===== src/shared/rtc_wait_regs.vh =====
// Constants for the calendar counter wait-control block.
// Assumes one system clock; no bus, no registers reached by software.
`ifndef RTC_WAIT_REGS_VH
`define RTC_WAIT_REGS_VH
`define SUBSEC_WIDTH 16
`define SUBSEC_RESET 16'h0000
`define SUBSEC_TOP 16'hFFFF
`define SEC_WIDTH 6
`define MIN_WIDTH 6
`define HOUR_WIDTH 5
`define DAY_WIDTH 5
`define MONTH_WIDTH 4
`define YEAR_WIDTH 8
`define SEC_LAST 6'h3B
`define MIN_LAST 6'h3B
`define HOUR_LAST 5'h17
`define DAY_LAST 5'h1F
`define MONTH_LAST 4'hC
`define YEAR_LAST 8'h63
`define DAY_FIRST 5'h01
`define MONTH_FIRST 4'h1
`define WAIT_ACK_CYCLES 2'h1
`define WAIT_ACK_CYCLES_WAKE 2'h2
`endif


===== src/hdl/rtc_counter_wait_access.v =====
// Calendar counters with a software wait control and held overflow.
// Assumes sys_clk is the operating clock; tick_enable is the count rate.
// Notes on behaviour
// - Wait bit set halts seconds-through-year counters.
// - Sub-second counter keeps running during wait.
// - Wait status rises within one clock.
// - Overflow during wait held, applied after release.
// - Seconds write discards a held overflow.
// - After standby wake, status may take two.
`timescale 1ns/1ns
`default_nettype none
`include "rtc_wait_regs.vh"
module rtc_counter_wait_access (
  // Clock and reset
  input wire sys_clk,
  input wire reset,
  // Count rate and standby return
  input wire tick_enable,
  input wire standby_return,
  // Control from software
  input wire counter_wait_control,
  input wire [2:0] write_select,
  input wire write_strobe,
  input wire [7:0] write_data,
  // Status and counter values
  output reg wait_status_flag,
  output reg [`SUBSEC_WIDTH-1:0] subsecond,
  output reg [`SEC_WIDTH-1:0] seconds_out,
  output reg [`MIN_WIDTH-1:0] minutes_out,
  output reg [`HOUR_WIDTH-1:0] hours_out,
  output reg [`DAY_WIDTH-1:0] days_out,
  output reg [`MONTH_WIDTH-1:0] months_out,
  output reg [`YEAR_WIDTH-1:0] years_out
);
  localparam SEL_SEC = 3'h0;
  localparam SEL_MIN = 3'h1;
  localparam SEL_HOUR = 3'h2;
  localparam SEL_DAY = 3'h3;
  localparam SEL_MONTH = 3'h4;
  localparam SEL_YEAR = 3'h5;
  localparam ST_RUN = 2'h0;
  localparam ST_SYNC = 2'h1;
  localparam ST_WAIT = 2'h2;

  reg [1:0] state;
  reg [1:0] next_state;
  reg wake_window;
  reg held_overflow;
  wire overflow;
  wire halted;
  wire carry_sec;
  wire [5:0] carry;
  wire [5:0] load;
  wire [`SEC_WIDTH-1:0] sec_v;
  wire [`MIN_WIDTH-1:0] min_v;
  wire [`HOUR_WIDTH-1:0] hour_v;
  wire [`DAY_WIDTH-1:0] day_v;
  wire [`MONTH_WIDTH-1:0] month_v;
  wire [`YEAR_WIDTH-1:0] year_v;

  function wr_hit;
    input [2:0] sel;
    input [2:0] which;
    input strobe;
    begin
      wr_hit = strobe && (sel == which);
    end
  endfunction

  assign overflow = tick_enable && (subsecond == `SUBSEC_TOP);
  assign halted = counter_wait_control || (state != ST_RUN);
  // Held overflow replays once the wait ends
  assign carry_sec = !halted && (overflow || held_overflow);
  assign carry[0] = carry_sec;

  // Only writes while halted are honoured; software holds wait for access
  assign load[0] = wr_hit(write_select, SEL_SEC, write_strobe) && halted;
  assign load[1] = wr_hit(write_select, SEL_MIN, write_strobe) && halted;
  assign load[2] = wr_hit(write_select, SEL_HOUR, write_strobe) && halted;
  assign load[3] = wr_hit(write_select, SEL_DAY, write_strobe) && halted;
  assign load[4] = wr_hit(write_select, SEL_MONTH, write_strobe) && halted;
  assign load[5] = wr_hit(write_select, SEL_YEAR, write_strobe) && halted;

  // Sub-second counter never halts
  always @(posedge sys_clk)
  begin
    if (reset)
      subsecond <= `SUBSEC_RESET;
    else if (tick_enable)
      subsecond <= subsecond + 16'h0001;
  end

  always @(posedge sys_clk)
  begin
    if (reset)
      held_overflow <= 1'b0;
    else if (load[0])
      held_overflow <= 1'b0;
    else if (halted && overflow)
      held_overflow <= 1'b1;
    // A fresh overflow in the replay cycle stays pending for the next one
    else if (carry_sec && !overflow)
      held_overflow <= 1'b0;
  end

  // Remember a standby return for one cycle so a wait request right after it syncs
  always @(posedge sys_clk)
  begin
    if (reset)
      wake_window <= 1'b0;
    else
      wake_window <= standby_return;
  end

  always @*
  begin
    next_state = state;
    case (state)
      ST_RUN:
        if (counter_wait_control)
          next_state = (wake_window || standby_return) ? ST_SYNC : ST_WAIT;
      ST_SYNC:
        next_state = counter_wait_control ? ST_WAIT : ST_RUN;
      ST_WAIT:
        if (!counter_wait_control)
          next_state = ST_RUN;
      default:
        next_state = ST_RUN;
    endcase
  end

  always @(posedge sys_clk)
  begin
    if (reset)
    begin
      state <= ST_RUN;
      wait_status_flag <= 1'b0;
    end
    else
    begin
      state <= next_state;
      // Flag follows the wait state with no extra register stage
      wait_status_flag <= (next_state == ST_WAIT);
    end
  end

  // Seconds carry ripples up to years; each digit wraps on its own
  calendar_digit #(.WIDTH(`SEC_WIDTH), .LAST(`SEC_LAST)) u_sec (
    .sys_clk(sys_clk),
    .reset(reset),
    .carry_in(carry[0]),
    .load(load[0]),
    .load_value(write_data[`SEC_WIDTH-1:0]),
    .value(sec_v),
    .carry_out(carry[1])
  );
  calendar_digit #(.WIDTH(`MIN_WIDTH), .LAST(`MIN_LAST)) u_min (
    .sys_clk(sys_clk),
    .reset(reset),
    .carry_in(carry[1]),
    .load(load[1]),
    .load_value(write_data[`MIN_WIDTH-1:0]),
    .value(min_v),
    .carry_out(carry[2])
  );
  calendar_digit #(.WIDTH(`HOUR_WIDTH), .LAST(`HOUR_LAST)) u_hour (
    .sys_clk(sys_clk),
    .reset(reset),
    .carry_in(carry[2]),
    .load(load[2]),
    .load_value(write_data[`HOUR_WIDTH-1:0]),
    .value(hour_v),
    .carry_out(carry[3])
  );
  calendar_digit #(.WIDTH(`DAY_WIDTH), .FIRST(`DAY_FIRST),
    .LAST(`DAY_LAST)) u_day (
    .sys_clk(sys_clk),
    .reset(reset),
    .carry_in(carry[3]),
    .load(load[3]),
    .load_value(write_data[`DAY_WIDTH-1:0]),
    .value(day_v),
    .carry_out(carry[4])
  );
  calendar_digit #(.WIDTH(`MONTH_WIDTH), .FIRST(`MONTH_FIRST),
    .LAST(`MONTH_LAST)) u_month (
    .sys_clk(sys_clk),
    .reset(reset),
    .carry_in(carry[4]),
    .load(load[4]),
    .load_value(write_data[`MONTH_WIDTH-1:0]),
    .value(month_v),
    .carry_out(carry[5])
  );
  calendar_digit #(.WIDTH(`YEAR_WIDTH), .LAST(`YEAR_LAST)) u_year (
    .sys_clk(sys_clk),
    .reset(reset),
    .carry_in(carry[5]),
    .load(load[5]),
    .load_value(write_data[`YEAR_WIDTH-1:0]),
    .value(year_v),
    .carry_out()
  );

  // Output copies keep every port straight from a flip-flop
  always @(posedge sys_clk)
  begin
    if (reset)
    begin
      seconds_out <= {`SEC_WIDTH{1'b0}};
      minutes_out <= {`MIN_WIDTH{1'b0}};
      hours_out <= {`HOUR_WIDTH{1'b0}};
      days_out <= `DAY_FIRST;
      months_out <= `MONTH_FIRST;
      years_out <= {`YEAR_WIDTH{1'b0}};
    end
    else
    begin
      seconds_out <= sec_v;
      minutes_out <= min_v;
      hours_out <= hour_v;
      days_out <= day_v;
      months_out <= month_v;
      years_out <= year_v;
    end
  end
endmodule // rtc_counter_wait_access
`default_nettype wire


===== src/hdl/calendar_digit.v =====
// One calendar digit: wraps from last to first on a carry-in.
// Assumes the caller gates carry_in with the wait state.
`timescale 1ns/1ns
`default_nettype none
module calendar_digit #(
  parameter WIDTH = 6,
  parameter [WIDTH-1:0] FIRST = {WIDTH{1'b0}},
  parameter [WIDTH-1:0] LAST = {WIDTH{1'b1}}
) (
  // Clock and reset
  input wire sys_clk,
  input wire reset,
  // Count control
  input wire carry_in,
  input wire load,
  input wire [WIDTH-1:0] load_value,
  // State
  output reg [WIDTH-1:0] value,
  output wire carry_out
);
  assign carry_out = carry_in && (value == LAST);

  always @(posedge sys_clk)
  begin
    if (reset)
      value <= FIRST;
    else if (load)
      value <= load_value;
    else if (carry_in)
      value <= (value == LAST) ? FIRST : value + {{(WIDTH-1){1'b0}}, 1'b1};
  end
endmodule // calendar_digit
`default_nettype wire


===== config.mk =====
export PLATFORM = sky130hd
export DESIGN_NAME = rtc_counter_wait_access
export DESIGN_NICKNAME = d
export VERILOG_FILES = /design/src/hdl/rtc_counter_wait_access.v /design/src/hdl/calendar_digit.v
export VERILOG_INCLUDE_DIRS = /design/src /design/src/shared
export SDC_FILE = /design/constraint.sdc
export NUM_CORES = 1
export LEC_CHECK = 0
export ABC_AREA = 1
export BUFFER_PORTS_ARGS = -buffer_cell sky130_fd_sc_hd__buf_2
export CAP_MARGIN = 0
export CORE_AREA = 5 5 107 109
export DETAILED_ROUTE_END_ITERATION = 16
export DIE_AREA = 0 0 112 114
export MAX_ROUTING_LAYER = met4
export SYNTH_ARGS = -nofsm -noshare
export SYNTH_HDL_FRONTEND = slang
export SYNTH_SLANG_ARGS = --single-unit

===== constraint.sdc =====
create_clock -name sys_clk -period 1.7 [get_ports sys_clk]
set_input_delay 0.34 -clock sys_clk [delete_from_list [all_inputs] [get_ports sys_clk]]
set_output_delay 0.34 -clock sys_clk [all_outputs]
set_load 0.02 [all_outputs]

==> results.toml <==
[layout]
post-route-util_pct = 51.0
final_cell_mix = "nor2_1 (86), nand2_1 (75), dfxtp_1 (73)"
regArea_sq_mm = 0.00181
fillCellCount = 1023
final_common_cell = "nor2_1"
fin_cells = 821
antennaDiodeCount = 0
area_delta_synth_final_pct = 33.5
final_area_sq_mm = 0.00535
drive_above_1_share_pct = 32.6
fin_nets = 702
multi_input_area_sq_mm = 0.00201

[routing]
drc = 0
first_pass_iters = 7
routed_via_density = 4.83
antenna_left = 0
wl_per_cell_microns = 12.5
drt_iter0_markers = 199
vias = 3962
routed_wl_microns = 10300

[timing]
period_share_pct = 102
finalSetupViolations = 10
fmax_ghz = 0.576
finalWorstSetupSlack_ns = -0.0360
slew_headroom_pct = 69.6
clock_skew_ns = 0.0123
worst_pin_slew_ns = 0.451
finalHoldViolCount = 0
rsz0062_at_grt = "yes"
period_minus_slack_ns = 1.74
final_max_slew_viol_count = 0

[power_and_ir_drop]
leakage_nw = 2.39
pwr-share-comb_pct = 8.8
p_clk_share_pct = 36.1
ir_drop_uv = 336
powerDensity_mw_per_mm2 = 727
finalPower_w = 0.00389
switching_share_pct = 24.9
internal_power_w = 0.00292
power_frac_seq_pct = 55.1
power_switching_w = 0.000969

[floorplan]
dieArea_sq_mm = 0.0128
design.core.area_sq_mm = 0.0105
rows = 38
pin_count = 68
die_h_microns = 114
die_w_microns = 112
initial_utilization_pct = 38.2

[run_status]
status = "finished, violations left"
violations = "negative setup slack"

[synthesis]
synth.ff_latch_count = 89
synth_cells = 542
synth-seq-area-share_pct = 44.4
synthDistinctLibCells = 37
yosysWarnings = 0
syn-num-nets = 568
synthesis.area_sq_mm = 0.00401
syn_area_per_cell_sq_um = 7.40

[cts]
cts_sinks = 89
clk_pin_slew_ns = 0.09
cts_tree = "done"
root_buffer = "clkbuf_8"
clk_latency_ns = 0.37
postCtsHoldBufs = 0
htree_levels = 3
numCtsBuffers = 9
clockBufferDepth = 2

[grt]
grt_pass1_vias = 3905
antenna_found_initial = 0
overflow = 0
track_usage_pct = 17.2
grt_pass1_wl_microns = 17500
grt_max_degree = 34

[worst_setup_path]
required_ns = 2.01
cp.arrival_ns = 2.05
cp_max_fo = 6
endpoint_kind = "flip-flop"
cp-start-kind = "flip-flop"
path_class = "reg -> reg"

[placement]
placed_area_sq_mm = 0.00497
portBuffers = 67
gp_congestion = 0.861
dp.cells = 799
dp_hpwl_microns = 7580

[min_path]
hp-class = "in -> reg"

[job]
max-cap-violations = 0
[flip-flops by register name, summed over array words and instances (netlist names)]
name / count
subsecond: 16
u_year.value: 8
years_out: 8
minutes_out: 6
seconds_out: 6
u_min.value: 6
u_sec.value: 6
days_out: 5
hours_out: 5
u_day.value: 5
u_hour.value: 5
months_out: 4
u_month.value: 4
state: 2
held_overflow: 1
wait_status_flag: 1
wake_window: 1
[final cells by class]
type,count,share of cell area (%)
Clock buffer,10,2.38
Clock inverter,6,1.10
Inverter,78,5.47
Multi-Input combinational cell,362,37.6
Sequential cell,89,33.7
Tap cell,140,3.27
Timing Repair Buffer,136,16.5
[cells by family after synthesis]
| kind of cell | synth area share (%) |
|---|---|
| xor gates and xnor gates | 3.27 |
| AOI/OAI and AO/OA | 13.8 |
| DFF | 44.4 |
| and+or+nand+nor | 26.5 |
| adders and majority gates | 2.81 |
| buffers and inverters | 9.23 |
[power groups by stage]
stage | Clock (W) | Sequential (W) | Combinational (W)
2_1_floorplan | 0 | 0.00221 | 0.000165
6_report | 0.00141 | 0.00214 | 0.000343
5_1_grt | 0.00155 | 0.00215 | 0.000381
4_1_cts | 0.00145 | 0.00214 | 0.000330
3_5_place_dp | 0 | 0.00219 | 0.000321
3_3_place_gp | 0 | 0.00219 | 0.000316
[what timing repair did]
action / in CTS / in global routing
pin swaps: 5 / 10
gates resized for setup: 22 / 27
buffers inserted: 1 / 5
endpoints found under the setup margin: 18 / 36
[layer usage]
layer,up-vias,wire length [microns],GRT usage (%),part of all wire (%)
met5,-,0,-,0
met4,0,263,7.77,2.6
met1,1814,4630,20.9,45
li1,2024,-,-,-
met2,105,4850,28.1,47
met3,19,555,2.92,5.4
[Yosys cell counts]
master / count / area share, %
dfxtp_1: 89 / 44
nand4_1: 6 / 0.94
o21bai_4: 1 / 0.47
xor2_1: 11 / 2.4
a31oi_1: 5 / 0.78
o211ai_1: 2 / 0.37
nand2_1: 84 / 7.9
a2111oi_0: 2 / 0.44
nand3_2: 3 / 0.75
o22ai_1: 13 / 2.0
o21ai_0: 33 / 4.1
clkbuf_1: 5 / 0.47
buf_1: 2 / 0.19
inv_1: 76 / 7.1
nor4_1: 2 / 0.31
buf_6: 3 / 0.84
xnor2_1: 4 / 0.87
o221a_2: 1 / 0.28
o21ai_1: 1 / 0.12
nor2_4: 3 / 0.84
nor2_1: 93 / 8.7
buf_4: 1 / 0.19
nand4_4: 1 / 0.53
or2_2: 1 / 0.16
nand2_2: 3 / 0.47
or2_4: 1 / 0.22
ha_1: 9 / 2.8
a211oi_1: 1 / 0.19
o21a_1: 1 / 0.19
nand3_1: 34 / 4.2
nor3_1: 7 / 0.87
a21oi_1: 35 / 4.4
buf_2: 2 / 0.25
nor2_2: 2 / 0.31
o221ai_1: 2 / 0.44
nand2_4: 1 / 0.28
inv_2: 2 / 0.19
[critical path, stage by stage, from the launching register on]
cell and delay (ns):
dfxtp_2 0.33, or2_4 0.26, nor2_4 0.21, buf_6 0.14, nand4_4 0.09, nor2_4 0.15, nand3_4 0.13, buf_6 0.17
nand3_1 0.06, nand2_1 0.05, nor2_1 0.09
[per-stage QoR]
stage | hold slack, ns | TNS, ns | setup slack [ns]
after detailed placement | 0.465 | -0.905 | -0.142
after global placement | 0.458 | -0.517 | -0.0964
final | 0.191 | -0.236 | -0.0360
after global routing | 0.200 | -2.78 | -0.158
after CTS | 0.182 | -0.0385 | -0.0127
after floorplan | 0.429 | 0 | 0.00805
[worst paths after layout]
kind	startpoint	end	slack (ns)	depth (start not counted)
worst max-delay path	state[0]	u_year.value[0]	-0.04	10
worst min-delay path	reset	state[0]	0.19	2
worst max register to register	state[0]	u_year.value[0]	-0.04	10
worst min register to register	state[1]	state[1]	0.46	1
(Power assumes the default switching activity.)
